[src/core/plm_pkg.sv]
// Package: constants, register map and carrier types of the powerline PHY management port
package plm_pkg;
  localparam int NUM_SUBCARRIERS = 72;
  localparam int SNR_W = 6;
  localparam logic [5:0] SNR_MIN_CODE = 6'h00;
  localparam logic [5:0] SNR_MAX_CODE = 6'h3f;
  localparam int SNR_FLOOR_DB = -10;
  localparam int SNR_CEIL_DB = 53;
  localparam logic [2:0] PHASE_MAX_CODE = 3'h5;
  localparam logic [2:0] MOD_QAM16 = 3'h4;
  localparam logic [2:0] DELIM_RSVD_MIN = 3'h2;
  localparam logic [4:0] ATTEN_MAX_DB = 5'h19;
  localparam logic [7:0] SLOT_SYMBOLS_RST = 8'h08;

  // Register byte offsets
  localparam logic [7:0] REG_CTRL = 8'h00;
  localparam logic [7:0] REG_STATUS = 8'h04;
  localparam logic [7:0] REG_IRQ_STAT = 8'h08;
  localparam logic [7:0] REG_IRQ_MASK = 8'h0c;
  localparam logic [7:0] REG_CONFIRM = 8'h10;
  localparam logic [7:0] REG_RX_INFO = 8'h14;
  localparam logic [7:0] REG_TX_CFG = 8'h18;
  localparam logic [7:0] REG_SNR_SEL = 8'h1c;
  localparam logic [7:0] REG_SNR_DATA = 8'h20;
  localparam logic [7:0] REG_MAP_BASE = 8'h24;
  localparam int MAP_WORDS = 3;

  // Control register fields
  localparam int CTRL_CMD_LSB = 0;
  localparam int CTRL_STATE_BIT = 4;
  localparam int CTRL_GO_BIT = 31;
  // Interrupt bits
  localparam int IRQ_CONFIRM = 0;
  localparam int IRQ_SENSE_UP = 1;
  localparam int IRQ_SENSE_DOWN = 2;
  localparam int IRQ_W = 3;

  typedef enum logic [1:0] {
    CMD_PARAM_QUERY = 2'h0,
    CMD_PARAM_STORE = 2'h1,
    CMD_TRANSCEIVER_STATE_CHANGE = 2'h2,
    CMD_MEDIA_SENSE_QUERY = 2'h3
  } mgmt_cmd_t;

  typedef enum logic [1:0] {
    TRX_SUCCESS = 2'h0,
    TRX_BUSY_TX = 2'h1,
    TRX_BUSY_RX = 2'h2
  } trx_status_t;

  typedef enum logic {
    RECEIVE_ONLY_STATE = 1'b0,
    TRANSMIT_ONLY_STATE = 1'b1
  } trx_state_t;

  // Metrics of a received frame
  typedef struct packed {
    logic [2:0] neighbour_phase_offset;
    logic [2:0] payload_mod_kind;
    logic payload_mod_coherence;
    logic [2:0] delimiter_kind;
  } rx_info_t;

  // Transmit settings
  typedef struct packed {
    logic [4:0] output_attenuation;
    logic [5:0] tx_gain;
    logic [2:0] payload_mod_kind;
    logic payload_mod_coherence;
    logic [2:0] delimiter_kind;
  } tx_cfg_t;
endpackage : plm_pkg

[src/core/powerline_phy_mgmt.sv]
// Management service port of a narrowband OFDM powerline PHY, with Avalon-MM registers
// Operation
// RULE1: A query confirm reports metrics of the most recently received frame.
// RULE2: One six-bit SNR value per subcarrier of last frame, 0x00 to 0x3F.
// RULE3: SNR quantised 1 dB per step, -10 dB floor, 53 dB ceiling.
// RULE4: Phase offset to last sender reported as code 0 to 5, 60 degree units.
// RULE5: Codes 0 in phase, 1-2 local leads, 3 opposite, 4-5 neighbour leads.
// RULE6: Modulation kind codes 0 robust, 1 BPSK, 2 QPSK, 3 8PSK, 4 16-QAM.
// RULE7: 16-QAM valid only in wide bandplan with coherent scheme.
// RULE8: Modulation coherence bit: 0 differential, 1 coherent.
// RULE9: Tone map one bit per subcarrier: 0 dummy data, 1 valid data.
// RULE10: Three-bit delimiter kind: 0 no ack, 1 ack, 2 to 7 reserved.
// RULE11: State request selects transmit-only or receive-only transceiver state.
// RULE12: State request answers success, or transmit-busy or receive-busy.
// RULE13: Sense query answers whether the medium is idle or busy.
// RULE14: Medium sense asserts after slot count of preamble symbols detected.
// RULE15: Medium sense returns idle when frame sync fails after preamble.
// RULE16: Output level reduced by stored attenuation, up to 25 dB.
// RULE17: Non-zero attenuation forces zero transmit gain; stored gain kept.
// RULE18: Store request keeps parameters and echoes stored values back.
// RULE19: Exactly one confirm per request; one request outstanding at a time.
module powerline_phy_mgmt #(
  parameter int NUM_SC = plm_pkg::NUM_SUBCARRIERS,
  parameter bit WIDE_BANDPLAN = 1'b1
) (
  input wire logic i_clk,
  input wire logic i_rst,
  // Avalon-MM slave
  input wire logic [7:0] i_avs_address,
  input wire logic i_avs_read,
  input wire logic i_avs_write,
  input wire logic [31:0] i_avs_writedata,
  output logic [31:0] o_avs_readdata,
  output logic o_avs_waitrequest,
  output logic o_irq,
  // Receiver side, same clock
  input wire logic i_rx_frame_done,
  input wire plm_pkg::rx_info_t i_rx_info,
  input wire logic [NUM_SC-1:0] i_rx_use_map,
  input wire logic [NUM_SC*6-1:0] i_rx_snr,
  input wire logic i_preamble_symbol,
  input wire logic i_sync_found,
  input wire logic i_sync_failed,
  input wire logic i_tx_busy,
  input wire logic i_rx_busy,
  // Transceiver controls
  output logic o_tx_enable,
  output logic o_rx_enable,
  output logic o_physical_medium_sense,
  output logic [4:0] o_output_attenuation,
  output logic [5:0] o_tx_gain_applied
);
  localparam int SC_IDX_W = $clog2(NUM_SC);

  ////////////////////////////////////////////////////////////////////////////
  // Captured last-frame metrics
  plm_pkg::rx_info_t last_info;
  logic [NUM_SC-1:0] last_map;
  logic [5:0] last_snr [NUM_SC];
  logic [SC_IDX_W-1:0] snr_sel;

  // Metrics stay frozen between frames, so a late query still sees the last one
  // Snapshot on frame end; codes arrive pre-quantised 0x00..0x3f in 1 dB steps
  always_ff @(posedge i_clk or posedge i_rst) begin
    if (i_rst) begin
      last_info <= '0;
      last_map <= '0;
    end else if (i_rx_frame_done) begin
      last_info <= i_rx_info; // [RULE1] [RULE4] [RULE5] [RULE8] [RULE10]
      last_map <= i_rx_use_map; // [RULE9]
      // Out-of-range phase codes would mislead the MAC, so clamp to the top code
      if (i_rx_info.neighbour_phase_offset > plm_pkg::PHASE_MAX_CODE) begin
        last_info.neighbour_phase_offset <= plm_pkg::PHASE_MAX_CODE; // [RULE4]
      end
      // 16-QAM only legal in wide bandplan under coherent scheme
      if (i_rx_info.payload_mod_kind > plm_pkg::MOD_QAM16 ||
          (i_rx_info.payload_mod_kind == plm_pkg::MOD_QAM16 &&
           (!WIDE_BANDPLAN || !i_rx_info.payload_mod_coherence))) begin
        last_info.payload_mod_kind <= 3'h0; // [RULE6] [RULE7]
      end
    end
  end

  // Per-subcarrier SNR storage
  // One store per subcarrier; a frame end loads all of them on the same edge
  genvar g;
  generate
    for (g = 0; g < NUM_SC; g++) begin : g_snr
      always_ff @(posedge i_clk or posedge i_rst) begin
        if (i_rst) begin
          last_snr[g] <= plm_pkg::SNR_MIN_CODE;
        end else if (i_rx_frame_done) begin
          last_snr[g] <= i_rx_snr[g*6 +: 6]; // [RULE2] [RULE3]
        end
      end
    end
  endgenerate

  ////////////////////////////////////////////////////////////////////////////
  // Physical carrier sense
  logic [7:0] slot_symbols;
  logic [7:0] pre_count;
  logic sense_up;
  logic sense_down;

  // Count preamble symbols; a sync loss wins over a symbol in the same cycle.
  // A found sync needs no action here: sense simply holds until the frame ends.
  always_ff @(posedge i_clk or posedge i_rst) begin
    if (i_rst) begin
      pre_count <= '0;
      o_physical_medium_sense <= 1'b0;
    end else if (i_sync_failed) begin
      pre_count <= '0;
      o_physical_medium_sense <= 1'b0; // [RULE15]
    end else if (i_preamble_symbol && !o_physical_medium_sense) begin
      pre_count <= pre_count + 8'h01;
      if (pre_count + 8'h01 >= slot_symbols) begin
        o_physical_medium_sense <= 1'b1; // [RULE14]
      end
    end else if (i_rx_frame_done) begin
      pre_count <= '0;
      o_physical_medium_sense <= 1'b0;
    end
  end

  // Event pulses for the interrupt status mirror the branches above; they look
  // one edge ahead so the status bit sets together with the sense output
  assign sense_up = !i_sync_failed && !o_physical_medium_sense && i_preamble_symbol &&
                    (pre_count + 8'h01 >= slot_symbols);
  assign sense_down = o_physical_medium_sense && (i_sync_failed || i_rx_frame_done);

  ////////////////////////////////////////////////////////////////////////////
  // Transmit settings and attenuation
  // Staged write data live in the bus block until a store command commits them
  plm_pkg::tx_cfg_t tx_cfg;
  logic cfg_wr;
  logic [31:0] cfg_wdata;

  always_ff @(posedge i_clk or posedge i_rst) begin
    if (i_rst) begin
      tx_cfg <= '0;
    end else if (cfg_wr) begin
      tx_cfg <= cfg_wdata[17:0]; // [RULE18]
      // Attenuation beyond the documented range saturates
      if (cfg_wdata[17:13] > plm_pkg::ATTEN_MAX_DB) begin
        tx_cfg.output_attenuation <= plm_pkg::ATTEN_MAX_DB; // [RULE16]
      end
    end
  end

  // Gain stays stored but is suppressed while attenuation is active
  always_ff @(posedge i_clk or posedge i_rst) begin
    if (i_rst) begin
      o_output_attenuation <= '0;
      o_tx_gain_applied <= '0;
    end else begin
      o_output_attenuation <= tx_cfg.output_attenuation; // [RULE16]
      if (tx_cfg.output_attenuation != 5'h00) begin
        o_tx_gain_applied <= 6'h00; // [RULE17]
      end else begin
        o_tx_gain_applied <= tx_cfg.tx_gain;
      end
    end
  end

  ////////////////////////////////////////////////////////////////////////////
  // Command interpreter
  // Decoded go strobe, latched command, confirm word and its one-cycle event
  logic cmd_go;
  plm_pkg::mgmt_cmd_t cmd;
  logic cmd_state;
  logic [31:0] confirm;
  logic confirm_evt;
  logic cmd_pending;

  // One command per go; a go while pending is dropped so each gets one confirm
  always_ff @(posedge i_clk or posedge i_rst) begin
    if (i_rst) begin
      confirm <= '0;
      confirm_evt <= 1'b0;
      cmd_pending <= 1'b0;
      o_tx_enable <= 1'b0;
      o_rx_enable <= 1'b1;
    end else begin
      confirm_evt <= 1'b0;
      if (cmd_go && !cmd_pending) begin
        cmd_pending <= 1'b1; // [RULE19]
      end else if (cmd_pending) begin
        cmd_pending <= 1'b0;
        confirm_evt <= 1'b1; // [RULE19]
        confirm[31:30] <= cmd;
        unique case (cmd)
          plm_pkg::CMD_PARAM_QUERY: begin
            confirm[29:0] <= {20'h00000, last_info}; // [RULE1]
          end
          plm_pkg::CMD_PARAM_STORE: begin
            confirm[29:0] <= {12'h000, tx_cfg}; // [RULE18]
          end
          plm_pkg::CMD_TRANSCEIVER_STATE_CHANGE: begin
            // A busy transmitter is reported ahead of a busy receiver
            if (i_tx_busy) begin
              confirm[29:0] <= {28'h0000000, plm_pkg::TRX_BUSY_TX}; // [RULE12]
            end else if (i_rx_busy) begin
              confirm[29:0] <= {28'h0000000, plm_pkg::TRX_BUSY_RX}; // [RULE12]
            end else begin
              confirm[29:0] <= {28'h0000000, plm_pkg::TRX_SUCCESS}; // [RULE12]
              o_tx_enable <= cmd_state == plm_pkg::TRANSMIT_ONLY_STATE; // [RULE11]
              o_rx_enable <= cmd_state == plm_pkg::RECEIVE_ONLY_STATE; // [RULE11]
            end
          end
          plm_pkg::CMD_MEDIA_SENSE_QUERY: begin
            confirm[29:0] <= {29'h00000000, o_physical_medium_sense}; // [RULE13]
          end
        endcase
      end
    end
  end

  ////////////////////////////////////////////////////////////////////////////
  // Avalon-MM slave: one wait cycle per access, answer on the second edge.
  // A write lands on the edge at which the master sees waitrequest low, so the
  // write and its answer share one edge and a held request cannot land early.
  // Register map, 32-bit words, no byte enables:
  //   0x00 control: bit31 go, bit4 target state (1 transmit-only), bits1:0 command
  //   0x04 status: write slot symbol count; read rx and tx enable, sense, count
  //   0x08 interrupt status, write one to clear: confirm, sense up, sense down
  //   0x0c interrupt mask, same layout as the status
  //   0x10 confirm word: command in bits31:30, payload below it
  //   0x14 last frame metrics, packed as the receiver hands them over
  //   0x18 transmit settings, staged until a store command commits them
  //   0x1c subcarrier select, 0x20 SNR code of the selected subcarrier
  //   0x24 to 0x2c subcarrier use map, subcarrier 0 at bit 0
  localparam int IRQ_W_L = plm_pkg::IRQ_W;
  logic [IRQ_W_L-1:0] irq_stat;
  logic [IRQ_W_L-1:0] irq_mask;
  logic [IRQ_W_L-1:0] irq_evt;
  logic acc_done;
  logic acc;
  logic wr_hit;
  logic [31:0] next_rdata;

  assign acc = (i_avs_read || i_avs_write) && !acc_done;
  assign wr_hit = i_avs_write && acc_done;
  assign cmd_go = wr_hit && i_avs_address == plm_pkg::REG_CTRL &&
                  i_avs_writedata[plm_pkg::CTRL_GO_BIT];
  assign cfg_wr = cmd_go && !cmd_pending &&
                  i_avs_writedata[1:0] == plm_pkg::CMD_PARAM_STORE;
  assign irq_evt = {sense_down, sense_up, confirm_evt};

  // Command fields latched with go; store data carried in a separate config write
  always_ff @(posedge i_clk or posedge i_rst) begin
    if (i_rst) begin
      cmd <= plm_pkg::CMD_PARAM_QUERY;
      cmd_state <= 1'b0;
      cfg_wdata <= '0;
    end else if (wr_hit && i_avs_address == plm_pkg::REG_TX_CFG) begin
      cfg_wdata <= i_avs_writedata;
    end else if (cmd_go && !cmd_pending) begin
      cmd <= plm_pkg::mgmt_cmd_t'(i_avs_writedata[1:0]);
      cmd_state <= i_avs_writedata[plm_pkg::CTRL_STATE_BIT];
    end
  end

  // Configuration registers
  // Slot count shares the status offset: writes set it, reads show it back
  always_ff @(posedge i_clk or posedge i_rst) begin
    if (i_rst) begin
      irq_mask <= '0;
      slot_symbols <= plm_pkg::SLOT_SYMBOLS_RST;
      snr_sel <= '0;
    end else if (wr_hit) begin
      unique case (i_avs_address)
        plm_pkg::REG_IRQ_MASK: irq_mask <= i_avs_writedata[IRQ_W_L-1:0];
        plm_pkg::REG_STATUS: slot_symbols <= i_avs_writedata[7:0]; // [RULE14]
        plm_pkg::REG_SNR_SEL: snr_sel <= i_avs_writedata[SC_IDX_W-1:0];
        default: ;
      endcase
    end
  end

  // Sticky status: set beats a simultaneous write-one clear
  // The interrupt output lags the status by one cycle so that it leaves a flop
  always_ff @(posedge i_clk or posedge i_rst) begin
    if (i_rst) begin
      irq_stat <= '0;
      o_irq <= 1'b0;
    end else begin
      if (wr_hit && i_avs_address == plm_pkg::REG_IRQ_STAT) begin
        irq_stat <= (irq_stat & ~i_avs_writedata[IRQ_W_L-1:0]) | irq_evt;
      end else begin
        irq_stat <= irq_stat | irq_evt;
      end
      o_irq <= |(irq_stat & irq_mask);
    end
  end

  // Read mux; unmapped offsets read zero
  always_comb begin
    next_rdata = 32'h00000000;
    unique case (i_avs_address)
      plm_pkg::REG_CTRL: next_rdata = {31'h00000000, cmd_pending};
      plm_pkg::REG_STATUS: next_rdata = {21'h000000, o_rx_enable, o_tx_enable,
                                         o_physical_medium_sense, slot_symbols};
      plm_pkg::REG_IRQ_STAT: next_rdata = {29'h00000000, irq_stat};
      plm_pkg::REG_IRQ_MASK: next_rdata = {29'h00000000, irq_mask};
      plm_pkg::REG_CONFIRM: next_rdata = confirm;
      plm_pkg::REG_RX_INFO: next_rdata = {22'h000000, last_info}; // [RULE1]
      plm_pkg::REG_TX_CFG: next_rdata = {14'h0000, tx_cfg};
      plm_pkg::REG_SNR_SEL: next_rdata = 32'(snr_sel);
      plm_pkg::REG_SNR_DATA: next_rdata = {26'h0000000,
        (int'(snr_sel) < NUM_SC) ? last_snr[snr_sel] : 6'h00}; // [RULE2]
      default: begin
        // Map words; bits past the last subcarrier read zero
        for (int w = 0; w < plm_pkg::MAP_WORDS; w++) begin
          if (i_avs_address == plm_pkg::REG_MAP_BASE + 8'(w * 4)) begin
            for (int b = 0; b < 32; b++) begin
              if (w * 32 + b < NUM_SC) begin
                next_rdata[b] = last_map[w * 32 + b]; // [RULE9]
              end
            end
          end
        end
      end
    endcase
  end

  // Handshake: waitrequest high by default, drops one cycle after request
  // Read data are captured on the edge that drops waitrequest, one edge before the taking edge, and stand until the next access
  always_ff @(posedge i_clk or posedge i_rst) begin
    if (i_rst) begin
      acc_done <= 1'b0;
      o_avs_waitrequest <= 1'b1;
      o_avs_readdata <= '0;
    end else begin
      acc_done <= acc;
      o_avs_waitrequest <= !acc;
      if (acc) begin
        o_avs_readdata <= next_rdata;
      end
    end
  end
endmodule : powerline_phy_mgmt

[config.mk]
export PLATFORM = sky130hd
export DESIGN_NAME = powerline_phy_mgmt
export DESIGN_NICKNAME = d
export VERILOG_FILES = /design/src/core/plm_pkg.sv /design/src/core/powerline_phy_mgmt.sv
export SDC_FILE = /design/constraint.sdc
export NUM_CORES = 1
export LEC_CHECK = 0
export BUFFER_PORTS_ARGS = -buffer_cell sky130_fd_sc_hd__buf_2
export CAP_MARGIN = 5
export CORE_ASPECT_RATIO = 1.75
export CORE_MARGIN = 2
export CORE_UTILIZATION = 43
export DETAILED_ROUTE_END_ITERATION = 16
export PLACE_DENSITY_LB_ADDON = 0.2
export SLEW_MARGIN = 10
export SYNTH_ARGS = -nofsm -noshare
export SYNTH_HDL_FRONTEND = slang
export SYNTH_SLANG_ARGS = --single-unit
[constraint.sdc]
create_clock -name i_clk -period 30 [get_ports i_clk]
set_input_delay 4.5 -clock i_clk [delete_from_list [all_inputs] [get_ports i_clk]]
set_output_delay 4.5 -clock i_clk [all_outputs]
set_load 0.02 [all_outputs]
# == After elaboration in Yosys (flattened, before gate mapping) ==
# Cells that the tools add are included.
# word_totals
reg_bits,665
input_bits,564
elab_cells,198
# classes
add_sub_neg,1
order_cmp,6
eq_ne,17
mux,26
bitwise,11
reduce_logical,35
# ops
cell,count
32-bit case mux with 9 select lines,1
30-bit case mux with 4 select lines,1
32-bit two-way mux,2
6-bit binary-select mux with 7-bit select,1
"8-bit by 5-bit equality test with 1-bit output, second input constant",4
"8-bit by 6-bit equality test with 1-bit output, second input constant",4
8-bit two-way mux,4
6-bit two-way mux,4
"8-bit by 4-bit equality test with 1-bit output, second input constant",2
1-bit logical AND,14
2-bit AND reduction,6
3-bit two-way mux,3
"8-bit by 1-bit adder with 8-bit output, second input constant",1
"8-bit by 3-bit equality test with 1-bit output, second input constant",1
8-bit greater-or-equal comparator,1
"8-bit greater-or-equal comparator, second input constant",1
8-bit logical NOT,1
7-bit inverter with 8-bit output,1
"7-bit < comparator, second input constant",1
1-bit two-way mux,7
3-bit AND,2
"3-bit > comparator, second input constant",2
1-bit logical NOT,6
3-bit OR,2
15 further kinds,24

# == Depth between registers and ports, before layout ==
# depth
ltp_word,6
ltp_mapped,10
mapped_depth_nobuf,8

# == Least setup slack after synthesis ==
# No wires, ideal clock.
# synth_path
kind,input to register
startpoint,in i_avs_address[0]
endpoint,reg cfg_wdata[10]
setup_ps,125
arrival_ps,6148
path_slack_ps,23727
stages,6
path_buffers,3
path_cell_list,buf_4 > or4b_1 > buf_2 > nor3_4 > buf_8 > mux2_4
# synth_between
elab_chain_cells,2
# synth_lines
element,line,text
"start, declared",powerline_phy_mgmt.sv:29,"input wire logic [7:0] i_avs_address,"
8-bit by 5-bit equality test with 1-bit output,powerline_phy_mgmt.sv:256,end else if (wr_hit && i_avs_address == plm_pkg::REG_TX_CFG) begin
1-bit logical AND,powerline_phy_mgmt.sv:256,
"end signal, assigned",powerline_phy_mgmt.sv:257,cfg_wdata <= i_avs_writedata;
"end, declared",powerline_phy_mgmt.sv:137,logic [31:0] cfg_wdata;
# Every way passes these cells.
# A chain may end at the register's enable or synchronous reset.

==> out/qor.csv <==
metric,value,unit
run status,"finished, final reports clean",
Resize count post-CTS,0,
P_leak,15.4,nW
average size of a mapped cell,14.5,um2
CTS tree,yes,
"non-filler cells, final",3555,
first drt pass iteration count,5,
area of the mapped netlist,0.0294,mm2
first-pass GRT wire length,134,mm
ys flop type,dfrtp_1,
share of post-route cells with drive strength above 1,0.532,
number of synthesized flops with an enable pin,0,
relative slew slack,0.171,
hold crit path type,flip-flop to flip-flop,
Worst R2R Setup Slack,25.57,ns
DRT antenna net count,0,
post-route setup TNS,0,ns
number of global-route vias before repair,21300,
Slew @ Worst Pin,1.24,ns
"Req. time, crit path",30.66,ns
DRC,0,
WS Path Type,input pin to async pin,
H-tree levels,2,
Max VDD drop,0.0543,mV
crit share post-route,0.236,
# setup viols final,0,
worst skew pair latency,0.65,ns
Tot GR Track Use,0.256,
Starting Density,0.435,
Via-to-Cell Ratio,5.48,
CTS Buf Count,61,
sequential area share after synthesis,0.555,
power per cell area,58.8,mW/mm2
Max-Cap Viols,0,
Area contributors post-synth,"dfrtp_1, mux2_2, mux4_2",
Area Growth Syn to Fin,19.7,%
CP Max Fanout,172,
RSZ-0062 raised after global routing,false,
ys async rst share,1.00,
clk buf depth,3,
maximum operating frequency,0.141,GHz
Hold Fails Final Rpt,0,
fillers,5849,
placer congestion estimate,0.896,
biggest area consumer among synthesized cells,dfrtp_1,
antenna violations before repair,57,
root buf cell,clkbuf_16,
die area,0.0706,mm2
Synth top area share,0.553,
Placed Instances,3414,
setup bufs post-CTS,0,
endpoint type of the worst setup path,async pin,
CP most frequent cell,buf_4,
die height,350,um
min cycle time layout,7.08,ns
largest net degree at the start of global routing,186,
Setup Skew,0.0225,ns
top cells by instance count after synthesis,"dfrtp_1, mux2_2, mux4_2, clkbuf_1, nor2_1",
Post-Syn Instances,2033,
#FFs+latches synth,653,
Crit path largest cell delay,0.88,ns
wire per inst,25.5,um
clk sink count,653,
HPWL Detailed,67.4,mm
grt total ovfl,0,
Via Count,19500,
"count leader, synth",dfrtp_1,
warning count from the yosys run,0,
Routed Wire Length,90.8,mm
Synth Net Count,2606,
Core Region,0.0676,mm2
hold_buf cts,0,
Die Wd,202,um
crit path DAT,7.74,ns
type of origin of the critical path,input pin,
I/O Pins,612,
Critical Path Slowest Stage Cell,buf_4,
distinct cell type count after synthesis,78,
number of port buffers,597,
"Critical Path, Cell by Cell",buf_2 > inv_8 > buf_12 > buf_4 > buf_4,
NumNets Final,3154,
placement row count,126,
final slew viol count,0,
Iter 0 DRT Violations,1090,
clock slew at reported path FFs,0.07,ns
state kept, by name (all words and copies together) (netlist names), 2 cells and up:
name,flops
cfg_wdata,18
cmd,2
confirm,20
irq_mask,3
irq_stat,3
last_info,10
last_map,72
last_snr,432
o_avs_readdata,32
o_output_attenuation,5
o_tx_gain_applied,6
pre_count,8
slot_symbols,8
snr_sel,7
tx_cfg,18
power breakdown:
group          total, W  internal, W  switching (W)
registers       0.00101     0.000960      0.0000480
clock network  0.000803     0.000457       0.000346
logic          0.000260     0.000139       0.000121
per-stage QoR:
stage	setup WS [ns]	utilization	cell area, um2	power [W]	hold slack (ns)
finish	22.92	0.521	35200	0.00207	0.430
global route	22.40	0.521	35200	0.00216	0.442
CTS	22.81	0.520	35100	0.00210	0.432
detailed placement	22.11	0.489	33100	0.00129	0.417
global placement	22.23	0.489	33100	0.00127	0.410
floorplan	7.21	-	29400	0.00118	0.394
path summary, 6_finish.rpt:
path	to	start	depth (start not counted)
hold reg to reg	irq_stat[0]$_DFF_PP0_	confirm_evt$_DFF_PP0_	1
setup / recovery	last_snr[252]$_DFFE_PP0P_	i_rst	5
min in group asynchronous	last_map[56]$_DFFE_PP0P_	i_rst	2
hold / removal	irq_stat[0]$_DFF_PP0_	confirm_evt$_DFF_PP0_	1
setup reg to reg	o_avs_readdata[1]$_DFFE_PP0P_	snr_sel[0]$_DFFE_PP0P_	7
max in group i_clk	last_snr[16]$_DFFE_PP0P_	i_rx_frame_done	4
layout by cell type (no fill, tap or decap), types with 16 or more instances in the layout:
cell / netlist / layout
a21oi_1: 26 / 26
a22oi_1: 38 / 38
a31oi_1: 16 / 16
buf_2: 22 / 596
buf_4: 14 / 22
clkbuf_16: 0 / 63
dfrtp_1: 650 / 646
diode_2: 0 / 30
inv_1: 35 / 34
mux2_2: 543 / 543
mux2i_1: 71 / 71
mux4_2: 99 / 99
nand2_1: 57 / 57
nand3_1: 23 / 23
nor2_1: 79 / 79
o21ai_0: 29 / 29
o22ai_1: 21 / 21
layout make-up:
cell class              instances  area [um2]  area share
inverters                      37         146     0.00416
flip-flops and latches        653       16400       0.465
well taps                     896        1120      0.0318
clock buffers                  87        1790      0.0507
multi-input cells            1206       12200       0.347
diodes                         30        75.1     0.00213
clock inverters                24         272     0.00771
repair buffers                622        3220      0.0915
metal layers:
layer  up-vias  part of all wire  global-route usage
li1       8652                 -                   -
met1      9858              0.35               0.270
met2       723              0.53               0.472
met3       220             0.074              0.0747
met4        44             0.041               0.111
met5         -            0.0030                   0
critical path: cells and delay by family:
| kind | cells | cell delay, ns |
|---|---|---|
| buffers and inverters | 5 | 2.88 |
cell families (layout without fill, tap and decap cells):
| logic type | count (synthesis) | after routing | share of synthesized area |
|---|---|---|---|
| AO/OA/AOI/OAI | 206 | 206 | 0.0491 |
| XOR/XNOR | 6 | 6 | 0.00179 |
| adder cells (fa/ha/maj) | 9 | 9 | 0.00383 |
| buffers and inverters | 174 | 770 | 0.0290 |
| flip-flops | 653 | 653 | 0.555 |
| multiplexers | 732 | 732 | 0.316 |
| other | 0 | 30 | 0 |
| AND/OR/NAND/NOR | 253 | 253 | 0.0447 |
Note: power is estimated with default switching activity, not from simulation.
